==> config.mk <==
export PLATFORM = sky130hd
export DESIGN_NAME = crs_top
export DESIGN_NICKNAME = d
export VERILOG_FILES = /design/src/core/crs_pkg.sv /design/src/core/crs_sar_if.sv /design/src/core/crs_ladder.sv /design/src/core/crs_sar.sv /design/src/core/crs_top.sv
export SDC_FILE = /design/constraint.sdc
export NUM_CORES = 1
export LEC_CHECK = 0
export ABC_AREA = 1
export BUFFER_PORTS_ARGS = -buffer_cell sky130_fd_sc_hd__buf_4
export CORE_ASPECT_RATIO = 0.7
export CORE_UTILIZATION = 47
export DETAILED_ROUTE_END_ITERATION = 8
export GPL_TIMING_DRIVEN = 0
export HOLD_SLACK_MARGIN = 0.05
export PLACE_DENSITY = 0.77
export SLEW_MARGIN = 40
export SYNTH_ARGS = -nofsm -noshare
export SYNTH_HDL_FRONTEND = slang
export SYNTH_SLANG_ARGS = --single-unit
==> constraint.sdc <==
create_clock -name i_clk -period 1.6 [get_ports i_clk]
set_input_delay 0.24 -clock i_clk [delete_from_list [all_inputs] [get_ports i_clk]]
set_output_delay 0.24 -clock i_clk [all_outputs]
set_load 0.1 [all_outputs]
==> src/core/crs_pkg.sv <==
// Purpose: Shared constants for the comparator reference and converter control block.
// Assumes: 32-bit classic Wishbone, one register per aligned word.
// Notes:   Ladder output is expressed in 96ths of the supply (common base of 24 and 32).
package crs_pkg;
    // Register byte offsets
    localparam logic [7:0] CRS_OFS_REF_CTRL = 8'h00;
    localparam logic [7:0] CRS_OFS_ADC_CTRL = 8'h04;
    localparam logic [7:0] CRS_OFS_RES_LOW = 8'h08;
    localparam logic [7:0] CRS_OFS_RES_HIGH = 8'h0C;
    localparam logic [7:0] CRS_OFS_IRQ_STAT = 8'h10;
    localparam logic [7:0] CRS_OFS_IRQ_MASK = 8'h14;
    localparam logic [7:0] CRS_OFS_STATUS = 8'h18;

    // reference_control fields
    localparam int CRS_RC_CMP1_SEL = 7;
    localparam int CRS_RC_CMP2_SEL = 6;
    localparam int CRS_RC_RANGE_LOW = 5;
    localparam int CRS_RC_FIXED_EN = 4;
    localparam int CRS_RC_LEVEL_MSB = 3;
    localparam int CRS_RC_LEVEL_LSB = 0;
    localparam logic [7:0] CRS_RC_RESET = 8'h00;

    // Converter control fields
    localparam int CRS_AC_ON = 0;
    localparam int CRS_AC_GO = 1;
    localparam int CRS_AC_EXT_REF = 2;
    localparam int CRS_AC_RIGHT_JUST = 3;
    localparam int CRS_AC_CHAN_LSB = 4;
    localparam int CRS_AC_CHAN_MSB = 6;
    localparam logic [7:0] CRS_AC_RESET = 8'h00;

    // Interrupt bits
    localparam int CRS_IRQ_DONE = 0;
    localparam int CRS_IRQ_ABORT = 1;
    localparam logic [1:0] CRS_IRQ_RESET = 2'h0;

    // Converter and ladder figures
    localparam int CRS_RES_BITS = 10;
    localparam logic [6:0] CRS_LADDER_DENOM = 7'h60;
    localparam logic [6:0] CRS_LOW_STEP = 7'h04;
    localparam logic [6:0] CRS_HIGH_BASE = 7'h18;
    localparam logic [6:0] CRS_HIGH_STEP = 7'h03;
endpackage

==> src/core/crs_sar_if.sv <==
// Purpose: Carries start, abort and result between register file and conversion engine.
// Assumes: Single clock domain.
// Notes:   done is a one-cycle pulse; result is valid in that cycle and after.
`timescale 1ns/100ps
`default_nettype none
interface crs_sar_if #(parameter int RES_BITS = 10);
    logic start;
    logic abort;
    logic busy;
    logic done;
    logic [RES_BITS-1:0] result;
    modport ctl (output start, output abort, input busy, input done, input result);
    modport eng (input start, input abort, output busy, output done, output result);
endinterface
`default_nettype wire

==> src/core/crs_ladder.sv <==
// Purpose: Ladder power, reference routing and ladder ratio from reference_control.
// Assumes: Inputs are the stored register fields.
// Notes:   Ratio output is in 96ths of the supply, registered.
`timescale 1ns/100ps
`default_nettype none
module crs_ladder
    import crs_pkg::*;
(
    // Clock and reset
    input wire logic i_clk,
    input wire logic i_rst,
    // Control fields
    input wire logic i_cmp1_sel,
    input wire logic i_cmp2_sel,
    input wire logic i_range_low,
    input wire logic [3:0] i_level,
    // Ladder controls
    output logic o_power,
    output logic o_cmp1_ladder,
    output logic o_cmp2_ladder,
    output logic [6:0] o_ratio
);
    logic [6:0] ratio_next;

    // Low range steps by 4/96 from zero; high range starts at 24/96 and steps by 3/96
    always_comb
    begin
        if (i_range_low)
            ratio_next = 7'({3'h0, i_level} * CRS_LOW_STEP);
        else
            ratio_next = 7'(CRS_HIGH_BASE + {3'h0, i_level} * CRS_HIGH_STEP);
    end

    // Divider draws current only while some comparator uses it
    always_ff @(posedge i_clk)
    begin
        if (i_rst)
        begin
            o_power <= 1'b0;
            o_cmp1_ladder <= 1'b0;
            o_cmp2_ladder <= 1'b0;
            o_ratio <= 7'h00;
        end
        else
        begin
            o_power <= i_cmp1_sel | i_cmp2_sel;
            o_cmp1_ladder <= i_cmp1_sel;
            o_cmp2_ladder <= i_cmp2_sel;
            o_ratio <= ratio_next;
        end
    end
endmodule // crs_ladder
`default_nettype wire

==> src/core/crs_sar.sv <==
// Purpose: Successive approximation sequencer, one bit decision per clock.
// Assumes: i_cmp_above is the analog comparator answer for the trial code in o_trial.
// Notes:   An abort leaves the previous result untouched.
`timescale 1ns/100ps
`default_nettype none
module crs_sar
    import crs_pkg::*;
#(
    parameter int RES_BITS = CRS_RES_BITS
)
(
    // Clock and reset
    input wire logic i_clk,
    input wire logic i_rst,
    // Control side
    crs_sar_if.eng sar,
    // Analog side
    input wire logic i_cmp_above,
    output logic o_hold,
    output logic [RES_BITS-1:0] o_trial
);
    typedef enum {CRS_S_IDLE, CRS_S_HOLD, CRS_S_BITS} crs_sar_e;
    crs_sar_e state_reg;
    logic [RES_BITS-1:0] code_reg;
    logic [RES_BITS-1:0] bit_reg;

    // Width is refused at elaboration, before any logic is built on it
    if (RES_BITS < 2 || RES_BITS > 16)
    begin : g_bad_res_bits
        $error("crs_sar: RES_BITS out of range");
    end

    assign sar.busy = (state_reg != CRS_S_IDLE);
    assign o_trial = code_reg | bit_reg;

    // Sample is held for the whole decision run; abort wins over progress
    always_ff @(posedge i_clk)
    begin
        if (i_rst || sar.abort)
        begin
            state_reg <= CRS_S_IDLE;
            code_reg <= '0;
            bit_reg <= '0;
            o_hold <= 1'b0;
            sar.done <= 1'b0;
        end
        else
        begin
            sar.done <= 1'b0;
            unique case (state_reg)
                CRS_S_IDLE:
                begin
                    if (sar.start)
                    begin
                        state_reg <= CRS_S_HOLD;
                        o_hold <= 1'b1;
                    end
                end
                CRS_S_HOLD:
                begin
                    code_reg <= '0;
                    bit_reg <= {1'b1, {(RES_BITS-1){1'b0}}};
                    state_reg <= CRS_S_BITS;
                end
                CRS_S_BITS:
                begin
                    if (i_cmp_above)
                        code_reg <= code_reg | bit_reg;
                    bit_reg <= bit_reg >> 1;
                    if (bit_reg[0])
                    begin
                        state_reg <= CRS_S_IDLE;
                        o_hold <= 1'b0;
                        sar.done <= 1'b1;
                    end
                end
            endcase
        end
    end

    // Result captures the final decision together with done
    always_ff @(posedge i_clk)
    begin
        if (i_rst)
            sar.result <= '0;
        else if (!sar.abort && state_reg == CRS_S_BITS && bit_reg[0])
            sar.result <= i_cmp_above ? (code_reg | bit_reg) : code_reg;
    end
endmodule // crs_sar
`default_nettype wire

==> src/core/crs_top.sv <==
// Purpose: Comparator reference selection and converter control behind classic Wishbone.
// Assumes: i_clk 250 MHz; i_rst synchronous active high; inputs synchronous to i_clk.
// Notes:   Registers answer one cycle after the request; unmapped words read zero.
//
// The Wishbone slave port and the register offsets were decided locally.
`timescale 1ns/100ps
`default_nettype none
module crs_top
    import crs_pkg::*;
#(
    parameter int RES_BITS = CRS_RES_BITS
)
(
    // Clock and reset
    input wire logic i_clk,
    input wire logic i_rst,
    // Wishbone slave
    input wire logic i_wb_cyc,
    input wire logic i_wb_stb,
    input wire logic i_wb_we,
    input wire logic [7:0] i_wb_adr,
    input wire logic [3:0] i_wb_sel,
    input wire logic [31:0] i_wb_dat,
    output logic [31:0] o_wb_dat,
    output logic o_wb_ack,
    // Reference controls
    input wire logic i_internal_fast_osc,
    output logic o_ladder_power,
    output logic o_cmp1_ref_input_ladder,
    output logic o_cmp2_ref_input_ladder,
    output logic o_ladder_range_low,
    output logic [3:0] o_ladder_level_select,
    output logic [6:0] o_ladder_ratio,
    output logic o_fixed_ref_enable,
    // Converter analog side
    input wire logic i_sar_cmp_above,
    output logic o_adc_enable,
    output logic o_adc_ext_ref,
    output logic [2:0] o_adc_channel,
    output logic o_adc_hold,
    output logic [RES_BITS-1:0] o_adc_trial,
    // Interrupt and wake
    input wire logic i_sleep,
    output logic o_irq,
    output logic o_wake
);
    import crs_pkg::*;

    logic [7:0] ref_ctrl_reg;
    logic [7:0] adc_ctrl_reg;
    logic [1:0] irq_stat_reg;
    logic [1:0] irq_mask_reg;
    logic [RES_BITS-1:0] result_reg;
    logic fixed_en_reg;
    logic [31:0] rd_data;
    logic req;
    logic wr_byte0;
    logic go_write_one;
    logic go_write_zero;
    logic abort_evt;

    crs_sar_if #(.RES_BITS(RES_BITS)) sar_bus ();

    // Result pair needs at least nine bits and fits two bytes
    if (RES_BITS < 9 || RES_BITS > 16)
    begin : g_bad_res_bits
        $error("crs_top: RES_BITS must be 9..16 for the result pair");
    end

    // Word-aligned decode helper shared by read and write paths
    function automatic logic hit(input logic [7:0] adr, input logic [7:0] ofs);
        hit = (adr[7:2] == ofs[7:2]);
    endfunction

    // A request is taken once; ack drops the cycle after it is given
    assign req = i_wb_cyc & i_wb_stb & ~o_wb_ack;
    assign wr_byte0 = req & i_wb_we & i_wb_sel[0];
    assign go_write_one = wr_byte0 & hit(i_wb_adr, CRS_OFS_ADC_CTRL) & i_wb_dat[CRS_AC_GO];
    assign go_write_zero = wr_byte0 & hit(i_wb_adr, CRS_OFS_ADC_CTRL) & ~i_wb_dat[CRS_AC_GO];

    // Bus acknowledge
    always_ff @(posedge i_clk)
    begin
        if (i_rst)
            o_wb_ack <= 1'b0;
        else
            o_wb_ack <= req;
    end

    // Reference control, fully software owned
    always_ff @(posedge i_clk)
    begin
        if (i_rst)
            ref_ctrl_reg <= CRS_RC_RESET;
        else if (wr_byte0 && hit(i_wb_adr, CRS_OFS_REF_CTRL))
            ref_ctrl_reg <= i_wb_dat[7:0];
    end

    // Converter control; go clears itself on completion or when the converter is off
    always_ff @(posedge i_clk)
    begin
        if (i_rst)
            adc_ctrl_reg <= CRS_AC_RESET;
        else
        begin
            if (wr_byte0 && hit(i_wb_adr, CRS_OFS_ADC_CTRL))
            begin
                adc_ctrl_reg <= i_wb_dat[7:0];
                // Start is refused while off or when set together with turning on
                adc_ctrl_reg[CRS_AC_GO] <= i_wb_dat[CRS_AC_GO] & adc_ctrl_reg[CRS_AC_ON] & i_wb_dat[CRS_AC_ON];
            end
            else if (sar_bus.done || !adc_ctrl_reg[CRS_AC_ON])
                adc_ctrl_reg[CRS_AC_GO] <= 1'b0;
        end
    end

    // Start on a fresh go; clearing go or switching off mid-run aborts
    assign sar_bus.start = adc_ctrl_reg[CRS_AC_GO] & ~sar_bus.busy & ~sar_bus.done;
    assign abort_evt = sar_bus.busy & (go_write_zero | ~adc_ctrl_reg[CRS_AC_ON]);
    assign sar_bus.abort = abort_evt;

    // Result pair updated only on a completed conversion
    always_ff @(posedge i_clk)
    begin
        if (i_rst)
            result_reg <= '0;
        else if (sar_bus.done)
            result_reg <= sar_bus.result;
    end

    // Sticky events; a new event beats a same-cycle write-one clear
    always_ff @(posedge i_clk)
    begin
        if (i_rst)
            irq_stat_reg <= CRS_IRQ_RESET;
        else
        begin
            if (wr_byte0 && hit(i_wb_adr, CRS_OFS_IRQ_STAT))
                irq_stat_reg <= irq_stat_reg & ~i_wb_dat[1:0];
            if (sar_bus.done)
                irq_stat_reg[CRS_IRQ_DONE] <= 1'b1;
            if (abort_evt)
                irq_stat_reg[CRS_IRQ_ABORT] <= 1'b1;
        end
    end

    // Interrupt mask
    always_ff @(posedge i_clk)
    begin
        if (i_rst)
            irq_mask_reg <= CRS_IRQ_RESET;
        else if (wr_byte0 && hit(i_wb_adr, CRS_OFS_IRQ_MASK))
            irq_mask_reg <= i_wb_dat[1:0];
    end

    // Level interrupt; wake only matters while asleep
    always_ff @(posedge i_clk)
    begin
        if (i_rst)
        begin
            o_irq <= 1'b0;
            o_wake <= 1'b0;
        end
        else
        begin
            o_irq <= |(irq_stat_reg & irq_mask_reg);
            o_wake <= i_sleep & |(irq_stat_reg & irq_mask_reg);
        end
    end

    // Fixed reference kept alive while the fast oscillator runs
    always_ff @(posedge i_clk)
    begin
        if (i_rst)
            fixed_en_reg <= 1'b0;
        else
            fixed_en_reg <= ref_ctrl_reg[CRS_RC_FIXED_EN] | i_internal_fast_osc;
    end
    assign o_fixed_ref_enable = fixed_en_reg;

    // Field outputs straight from the stored register
    assign o_ladder_range_low = ref_ctrl_reg[CRS_RC_RANGE_LOW];
    assign o_ladder_level_select = ref_ctrl_reg[CRS_RC_LEVEL_MSB:CRS_RC_LEVEL_LSB];
    assign o_adc_enable = adc_ctrl_reg[CRS_AC_ON];
    assign o_adc_ext_ref = adc_ctrl_reg[CRS_AC_EXT_REF];
    assign o_adc_channel = adc_ctrl_reg[CRS_AC_CHAN_MSB:CRS_AC_CHAN_LSB];

    // Read mux; result pair follows the justify bit, writes there are dropped
    always_comb
    begin
        rd_data = 32'h0000_0000;
        if (hit(i_wb_adr, CRS_OFS_REF_CTRL))
            rd_data[7:0] = ref_ctrl_reg;
        else if (hit(i_wb_adr, CRS_OFS_ADC_CTRL))
            rd_data[7:0] = adc_ctrl_reg;
        else if (hit(i_wb_adr, CRS_OFS_RES_LOW))
            rd_data[7:0] = adc_ctrl_reg[CRS_AC_RIGHT_JUST] ? result_reg[7:0]
                : 8'({result_reg[RES_BITS-9:0], 8'h00} >> (RES_BITS-8));
        else if (hit(i_wb_adr, CRS_OFS_RES_HIGH))
            rd_data[7:0] = adc_ctrl_reg[CRS_AC_RIGHT_JUST] ? 8'(result_reg >> 8)
                : result_reg[RES_BITS-1:RES_BITS-8];
        else if (hit(i_wb_adr, CRS_OFS_IRQ_STAT))
            rd_data[1:0] = irq_stat_reg;
        else if (hit(i_wb_adr, CRS_OFS_IRQ_MASK))
            rd_data[1:0] = irq_mask_reg;
        else if (hit(i_wb_adr, CRS_OFS_STATUS))
            rd_data[2:0] = {o_ladder_power, sar_bus.busy, fixed_en_reg};
    end

    // Read data registered with ack
    always_ff @(posedge i_clk)
    begin
        if (i_rst)
            o_wb_dat <= 32'h0000_0000;
        else if (req)
            o_wb_dat <= rd_data;
    end

    // Ladder power, routing and ratio
    crs_ladder u_ladder (
        .i_clk(i_clk),
        .i_rst(i_rst),
        .i_cmp1_sel(ref_ctrl_reg[CRS_RC_CMP1_SEL]),
        .i_cmp2_sel(ref_ctrl_reg[CRS_RC_CMP2_SEL]),
        .i_range_low(ref_ctrl_reg[CRS_RC_RANGE_LOW]),
        .i_level(ref_ctrl_reg[CRS_RC_LEVEL_MSB:CRS_RC_LEVEL_LSB]),
        .o_power(o_ladder_power),
        .o_cmp1_ladder(o_cmp1_ref_input_ladder),
        .o_cmp2_ladder(o_cmp2_ref_input_ladder),
        .o_ratio(o_ladder_ratio)
    );

    // Conversion engine
    crs_sar #(.RES_BITS(RES_BITS)) u_sar (
        .i_clk(i_clk),
        .i_rst(i_rst),
        .sar(sar_bus),
        .i_cmp_above(i_sar_cmp_above),
        .o_hold(o_adc_hold),
        .o_trial(o_adc_trial)
    );
endmodule // crs_top
`default_nettype wire

---- Word-level counts from Yosys, hierarchy flattened ----
Cells that the tools add are included.
storage, ports and cells
  bits in writable memories ............... 0
  logic and storage cells ................. 112
  register bits ........................... 116
  latch bits .............................. 0
  memories ................................ 0
  memory bits (read-only) ................. 0
operators by class
  shift-type cells ........................ 0
  bitwise logic cells ..................... 25
  add/sub/neg operators ................... 1
  equality and inequality tests ........... 11
  magnitude comparators ................... 0
  reduce and logical (&&, ||, !) cells .... 23
  div/mod/pow operators ................... 0
  $mul .................................... 1
  mux-type cells .......................... 28
operators by type and width
  cell                                                                 count
  32-bit one-hot mux with 3 select lines                               1
  32-bit two-way mux                                                   2
  8-bit two-way mux                                                    5
  10-bit one-hot mux with 2 select lines                               2
  32-bit by 1-bit == test with 1-bit output (second input constant)    1
  32-bit by 2-bit == test with 1-bit output (second input constant)    1
  32-bit by 3-bit == test with 1-bit output (second input constant)    1
  32-bit zero test                                                     1
  32-bit nonzero test                                                  1
  6-bit by 3-bit == test with 1-bit output (second input constant)     3
  1-bit AND                                                            12
  6-bit by 2-bit == test with 1-bit output (second input constant)     2
  10-bit two-way mux                                                   1
  10-bit OR                                                            1
  2-bit nonzero test                                                   5
  1-bit two-way mux                                                    9
  5-bit by 6-bit adder with 7-bit output (first input constant)        1
  6-bit by 1-bit == test with 1-bit output (second input constant)     1
  1-bit logical AND                                                    6
  6-bit zero test                                                      1
  4-bit by 2-bit multiplier with 6-bit output (second input constant)  1
  2-bit two-way mux                                                    3
  3-bit two-way mux                                                    2
  6-bit two-way mux                                                    1
  other kinds (13)                                                     25

---- Logic depth before layout (Yosys ltp) ----
Gate-level depths: netlist of run 1.
  depth in word-level cells ............... 11
  depth in mapped cells ................... 11

---- Hierarchy ----
From an unflattened synthesis of run 1, not the netlist that was laid out.
unflattened totals
  cell total of the unflattened synthesis .. 537
  area, all modules ....................... 4,086.4 sq um
by module, submodules not included
  module      sequential area each (sq um)  times used  area an instance (sq um)  cells each
  crs_top     840.8                         1           2,163.3                   290
  crs_sar     680.7                         1           1,462.7                   195
  crs_ladder  200.2                         1           460.4                     52

---- Worst setup path after synthesis of run 1 ----
No wires, ideal clock.
  kind .................................... register to register
  start ................................... register o_wb_ack
  end ..................................... register u_sar.sar.result[5]
  arrival ................................. 1.952 ns
  buffers on the path ..................... 1
  cell stages (with the launch flop) ...... 10
  required time ........................... 1.529 ns
  period minus slack after synthesis ...... 2.023 ns
  setup time .............................. 0.071 ns
  slack ................................... -0.423 ns
  cells stage by stage .................... dfxtp_1 nor2_4 nand3_1 inv_2 nand2_4 nand2_4 nand3_4 buf_2 nand3_1 a21oi_1
between the ends
  cells in the longest elaborated chain, start to end .. 11
ends and longest elaborated chain
  what                             line              text
  from (decl)                      crs_top.sv:25     output logic o_wb_ack,
  from (signal assigned)           crs_top.sv:87     o_wb_ack <= req;
  1-bit NOT                        crs_top.sv:76     assign req = i_wb_cyc & i_wb_stb & ~o_wb_ack;
  1-bit AND                        crs_top.sv:76
  1-bit AND (2 in series)          crs_top.sv:77     assign wr_byte0 = req & i_wb_we & i_wb_sel[0];
  1-bit AND (2 in series)          crs_top.sv:79     assign go_write_zero = wr_byte0 & hit(i_wb_adr, CRS_OFS_ADC_CTRL) & ~i_wb_dat[CRS_AC_GO];
  1-bit OR                         crs_top.sv:119    assign abort_evt = sar_bus.busy & (go_write_zero | ~adc_ctrl_reg[CRS_AC_ON]);
  1-bit AND                        crs_top.sv:119
  1-bit zero test                  crs_sar.sv:86     else if (!sar.abort && state_reg == CRS_S_BITS && bit_reg[0])
  1-bit logical AND (2 in series)  crs_sar.sv:86
  to (signal assigned)             crs_sar.sv:87     sar.result <= i_cmp_above ? (code_reg | bit_reg) : code_reg;
  to (decl)                        crs_sar_if.sv:13  modport eng (input start, input abort, output busy, output done, output result);
No other way between the ends.
A chain may end at the register's enable or synchronous reset.

---- Worst setup path in the final report of run 1 ----
  start ................................... register ref_ctrl_reg[1]
  end ..................................... register u_ladder.o_ratio[3]
between the ends
  cells in the longest elaborated chain, start to end .. 3
ends and longest elaborated chain
  what                                         line              text
  from (decl)                                  crs_top.sv:49     logic [7:0] ref_ctrl_reg;
  from (signal assigned)                       crs_top.sv:96     ref_ctrl_reg <= i_wb_dat[7:0];
  4-bit by 2-bit multiplier with 6-bit output  crs_ladder.sv:31  ratio_next = 7'(CRS_HIGH_BASE + {3'h0, i_level} * CRS_HIGH_STEP);
  5-bit by 6-bit adder with 7-bit output       crs_ladder.sv:31
  6-bit two-way mux *                          crs_ladder.sv:28  if (i_range_low)
  to (signal assigned)                         crs_ladder.sv:49  o_ratio <= ratio_next;
  to (decl)                                    crs_ladder.sv:21  output logic [6:0] o_ratio
Mark *: on every way between the ends. The rest lies on a longest branch, timed or not.

==> results of run 1 <==
-- final cells by class --
| type | count | area, µm² | share of cell area, % |
|---|---|---|---|
| multi-input combinational | 354 | 1860 | 36.1 |
| sequential | 86 | 1740 | 33.7 |
| timing repair buffer | 70 | 526 | 10.2 |
| buffer | 53 | 340 | 6.60 |
| clock buffer | 11 | 253 | 4.90 |
| inverter | 62 | 233 | 4.52 |
| tap | 101 | 126 | 2.45 |
| clock inverter | 4 | 78.8 | 1.53 |
-- worst paths after layout --
kind | startpoint | endpoint | slack, ns
min | i_sleep | o_wake | 0.14
min reg2reg | u_sar.sar.result[4] | u_sar.sar.result[4] | 0.46
max | ref_ctrl_reg[1] | u_ladder.o_ratio[3] | 0.02
max reg2reg | ref_ctrl_reg[1] | u_ladder.o_ratio[3] | 0.02
-- per-layer routing --
| metal | routed length, µm | vias up |
|---|---|---|
| li1 | - | 1895 |
| met1 | 4880 | 1736 |
| met2 | 4560 | 172 |
| met3 | 926 | 17 |
| met4 | 155 | 0 |
| met5 | 0 | - |
-- layout by cell type (no fill, tap or decap), types with 2 or more instances in the layout --
| cell type | netlist | final |
|---|---|---|
| nor2_4 | 2 | 2 |
| nand3_2 | 1 | 2 |
| a41oi_1 | 2 | 2 |
| ha_4 | 0 | 3 |
| o21ai_1 | 1 | 5 |
| conb_1 | 1 | 24 |
| buf_4 | 33 | 103 |
| bufinv_16 | 0 | 2 |
| dfxtp_1 | 86 | 81 |
| nand4_1 | 5 | 5 |
| nor2_1 | 68 | 67 |
| a21oi_1 | 48 | 48 |
| nand2_1 | 64 | 63 |
| dfxtp_4 | 0 | 4 |
| clkbuf_2 | 0 | 4 |
| nand3_1 | 27 | 26 |
| clkbuf_1 | 15 | 10 |
| nor2_2 | 3 | 4 |
| clkbuf_8 | 0 | 2 |
| nand2_2 | 2 | 3 |
| o2111ai_1 | 2 | 2 |
| nand2_4 | 2 | 2 |
| o211ai_1 | 13 | 13 |
| o21ai_0 | 67 | 62 |
| inv_2 | 2 | 4 |
| ha_1 | 8 | 4 |
| inv_1 | 60 | 58 |
| or2_2 | 4 | 4 |
| buf_2 | 2 | 4 |
| clkbuf_16 | 0 | 9 |
| nor3_1 | 2 | 2 |
-- power by group --
part	leakage (nW)	internal [W]	switching [W]
registers	0.698	0.00219	0.0000288
logic	1.42	0.000238	0.000851
clock network	0.160	0.00145	0.000848
-- worst min-delay path, cell delays in order --
cell	delay (ns)
buf_4	0.08
nand2_1	0.04
nor2_1	0.07
-- cell families (layout without fill, tap and decap cells) --
family	after synthesis	in the layout	share of synthesized area [%]
AO/OA/AOI/OAI	136	136	18.4
XOR/XNOR	1	1	0.219
adder cells (fa/ha/maj)	10	10	3.50
buffers and inverters	115	200	14.1
flip-flops	86	86	43.0
other	1	24	0.0937
AND/OR/NAND/NOR	183	183	20.7
-- metrics by stage --
stage | setup slack [ns] | area [µm²]
finish | 0.0151 | 5150
global route | -0.0346 | 5150
CTS | 0.00138 | 5130
detailed placement | -0.197 | 4710
global placement | -0.152 | 4710
floorplan | -0.00931 | 4100
-- what timing repair did --
action	4_1_cts	5_1_grt
gates cloned	0	0
endpoints found under the setup margin	38	32
buffers inserted	4	1
pin swaps	3	2
resized for setup	15	17
==> flow_summary.yaml, run 1 <==
status:
  status: "finished, violations left"
  violations: "design-rule violations"
timing:
  tightest_slew_ns: 0.602
  min_period_ns: 1.58
  finalSetupViolations: 0
  skew_ns: 0.00845
  slew_violations: 0
  fmax_ghz: 0.631
  hold_violations: 0
  hold_slack_ns: 0.138
  fin_crit_sh_pct: 99.1
  rsz0062_at_grt: "true"
  max_slew_margin_pct: 59.9
  final.setup.tns_ns: 0
power:
  p_leak_nw: 2.28
  power_w: 0.00561
  p_per_area_nw_per_um2: 1090
  ir_drop_mv: 0.573
yosys:
  syn_area_per_cell_um2: 7.53
  synth-edff-count: 0
  ys_types: 35
  synth.most_common_cell: "dfxtp_1"
  yosys.area.top_type: "dfxtp_1"
  synth_flop_cell: "dfxtp_1"
  yosysSeqAreaShare_pct: 43.0
  synth_area_leaders: "dfxtp_1 43%, o21ai_0 8.4%, nor2_1 6.4%, buf_4 6.2%, a21oi_1 6.0%"
  ys_warn_count: 0
  synthTopCellsByCount: "86 x dfxtp_1, 68 x nor2_1, 67 x o21ai_0"
  syn-cell-area_um2: 4000
  postSynthRegisterBits: 86
  synth_top_area_share_pct: 43.0
  async_flop_share_pct: 0
  syn_inst: 532
clocking:
  clk_path_buf_depth: 2
  cts_sinks: 86
  path_clk_slew_ns: 0.06
  cts_hold_buf: 0
  cts_tree: "yes"
  h-tree-depth: 3
  clk-insertion-delay-late_ns: 0.34
  root_buffer: "clkbuf_16"
  cts_buffers: 9
min_path:
  hp-class: "in2reg"
  hold-path-cell-count: 3
grt:
  grt_use_met3_pct: 6.64
  grt_use_met1_pct: 33.3
  grt_first_pass_wirelength_um: 16800
  antenna_found_initial: 0
  grt_busiest_layer: "met2"
  grt_pass1_vias: 3525
  grt.overflow.total: 0
  grt_usage_pct: 24.6
  grt_use_met2_pct: 38.3
  grt_max_degree: 15
detailed_routing:
  dr.pass1.iters: 7
  drt-vias-per-instance: 5.16
  detail-route-antenna-nets: 0
  wl_per_cell_um: 14.2
  routed_wl_um: 10500
  vias: 3820
  first_iter_violations: 392
  drc: 9
finish:
  utilization_pct: 64.1
  layout-drive-gt1-share_pct: 25.2
  nets: 698
  n_antenna_cell: 0
  fillers: 713
  syn2layout_area_growth_pct: 28.7
  layoutNonFillerInstCount: 741
worst_setup_path:
  crit_type: "reg2reg"
  cp_num_buf_inv: 0
  cp-end-kind: "flop"
  crit_family: "adder cells"
  max_stage_delay_ns: 0.51
  crit_fanout: 4
  startpoint_type: "flop"
  slowest_stage: "fa_2"
  worstPathRequired_ns: 1.86
  cp_cell_sequence: "ha_4 > ha_4 > fa_2 > o21ai_1 > a21oi_1"
  critical_path_arrival_ns: 1.84
  cp_num_cells: 5
  worst-r2r-cell-count: 5
  crit_path_frequent_cell: "ha_4"
place:
  io_buffers: 65
  gp_congestion: 0.901
  dp.cells: 721
  hpwlAfterDp_um: 7620
floorplanning:
  die_area_um2: 8900
  row_count: 27
  die_h_um: 79.2
  io-pin-count: 119
  start_util_pct: 49.8
  core_area_um2: 8040
  dieWidth_um: 112
flow_run:
  cap_violations: 0
Power figures use the tool's default switching activity.
==> run 2, diff against run 1 <==
--- a/config.mk
+++ b/config.mk
@@ -9,6 +9,8 @@
 export BUFFER_PORTS_ARGS = -buffer_cell sky130_fd_sc_hd__buf_4
 export CORE_ASPECT_RATIO = 0.7
 export CORE_UTILIZATION = 47
+export CTS_BUF_LIST = sky130_fd_sc_hd__clkbuf_16
+export CTS_CLUSTER_DIAMETER = 100
 export DETAILED_ROUTE_END_ITERATION = 8
 export GPL_TIMING_DRIVEN = 0
 export HOLD_SLACK_MARGIN = 0.05
==> flow_summary.yaml, run 2 (synthesis results as in run 1) <==
status:
  status: "finished, violations left"
  violations: "design-rule violations"
grt:
  grt_pass1_vias: 3518
  antenna_found_initial: 0
  grt_first_pass_wirelength_um: 16900
  grt_max_degree: 15
  grt_usage_pct: 24.7
  grt.overflow.total: 0
clocking:
  clk_path_buf_depth: 2
  path_clk_slew_ns: 0.06
  clk-insertion-delay-late_ns: 0.34
  cts_buffers: 9
  cts_sinks: 86
  cts_hold_buf: 0
  h-tree-depth: 3
  cts_tree: "yes"
  root_buffer: "clkbuf_16"
detailed_routing:
  vias: 3837
  dr.pass1.iters: 6
  detail-route-antenna-nets: 0
  drc: 9
  top_layer: "met4"
  wl_met3_um: 927
  first_iter_violations: 320
  drt-vias-per-instance: 5.18
  wl_per_cell_um: 14.3
  wl_met2_um: 4650
  routed_wl_um: 10600
  drt-met1-wl_um: 4900
finish:
  final_common_cell: "buf_4"
  nets: 698
  layout-drive-gt1-share_pct: 24.8
  n_antenna_cell: 0
  syn2layout_area_growth_pct: 28.2
  final_cell_mix: "103 x buf_4, 81 x dfxtp_1, 67 x nor2_1"
floorplanning:
  io-pin-count: 119
  core_area_um2: 8040
  dieWidth_um: 112
  start_util_pct: 49.8
  die_h_um: 79.2
  die_area_um2: 8900
  row_count: 27
timing:
  worst_slack_ns: 0.0142
  tightest_slew_ns: 0.619
  min_period_ns: 1.59
  final.setup.tns_ns: 0
  fin_crit_sh_pct: 99.1
  hold_violations: 0
  slew_violations: 0
  rsz0062_at_grt: "true"
  max_slew_margin_pct: 58.7
  skew_ns: 0.00614
  finalSetupViolations: 0
  fmax_ghz: 0.631
worst_setup_path:
  worstPathRequired_ns: 1.86
  cp-end-kind: "flop"
  crit_fanout: 4
  crit_type: "reg2reg"
  startpoint_type: "flop"
  critical_path_arrival_ns: 1.85
min_path:
  hp-class: "in2reg"
place:
  hpwlAfterDp_um: 7620
  pre_cts_slack_ns: -0.197
  gp_congestion: 0.901
  io_buffers: 65
power:
  power_w: 0.00551
  ir_drop_mv: 0.572
  p_leak_nw: 2.27
  p_per_area_nw_per_um2: 1070
flow_run:
  cap_violations: 0
[run 2: changes by cell type in the layout (fill, tap and decap cells not counted), sizes merged]
cell,change
clkinv,+2
clkbuf,-2
[run 2: worst paths after layout]
kind                       start             endpoint  slack [ns]  depth (start not counted)
min                      i_sleep               o_wake        0.13                          3
min reg2reg  u_sar.sar.result[4]  u_sar.sar.result[4]        0.46                          2
max reg2reg      ref_ctrl_reg[1]  u_ladder.o_ratio[3]        0.01                          5
max              ref_ctrl_reg[1]  u_ladder.o_ratio[3]        0.01                          5
[run 2: layout make-up]
| class | count | area [µm²] |
|---|---|---|
| buffer | 53 | 340 |
| clock buffer | 9 | 225 |
| clock inverter | 6 | 86.3 |
| fill | 718 | 2910 |
| inverter | 62 | 233 |
| multi-input combinational | 354 | 1860 |
| sequential | 86 | 1740 |
| tap | 101 | 126 |
| timing repair buffer | 70 | 526 |
[run 2: repair_timing]
action                                 4_1_cts  5_1_grt
setup endpoints to repair                   37       32
buffers inserted                             4        1
endpoints found under the hold margin        0        0
pin swaps                                    3        2
gates resized for setup                     15       17
[run 2: metrics by stage]
| step | area (µm²) | instances | hold WS, ns | util [%] |
|---|---|---|---|---|
| 2_1_floorplan | 4100 | 555 | 0.356 | - |
| 3_3_place_gp | 4710 | 721 | 0.451 | 58.6 |
| 3_5_place_dp | 4710 | 721 | 0.456 | 58.6 |
| 4_1_cts | 5110 | 740 | 0.131 | 63.6 |
| 5_1_grt | 5130 | 741 | 0.159 | 63.8 |
| 6_report | 5130 | 741 | 0.134 | 63.8 |
[run 2: worst max-delay path, stage by stage (launching register included)]
cell	delay, ns
dfxtp_4	0.36
ha_4	0.24
ha_4	0.16
fa_2	0.51
o21ai_1	0.05
a21oi_1	0.17
[run 2: where the power goes]
| part | internal (W) | switching (W) |
|---|---|---|
| clock network | 0.00136 | 0.000843 |
| logic | 0.000238 | 0.000853 |
| registers | 0.00219 | 0.0000286 |
[run 2: layer usage]
layer / vias up / track usage [%]
li1: 1894 / -
met1: 1754 / 33.6
met2: 170 / 38.8
met3: 19 / 6.11
met4: 0 / 7.73
met5: - / 0
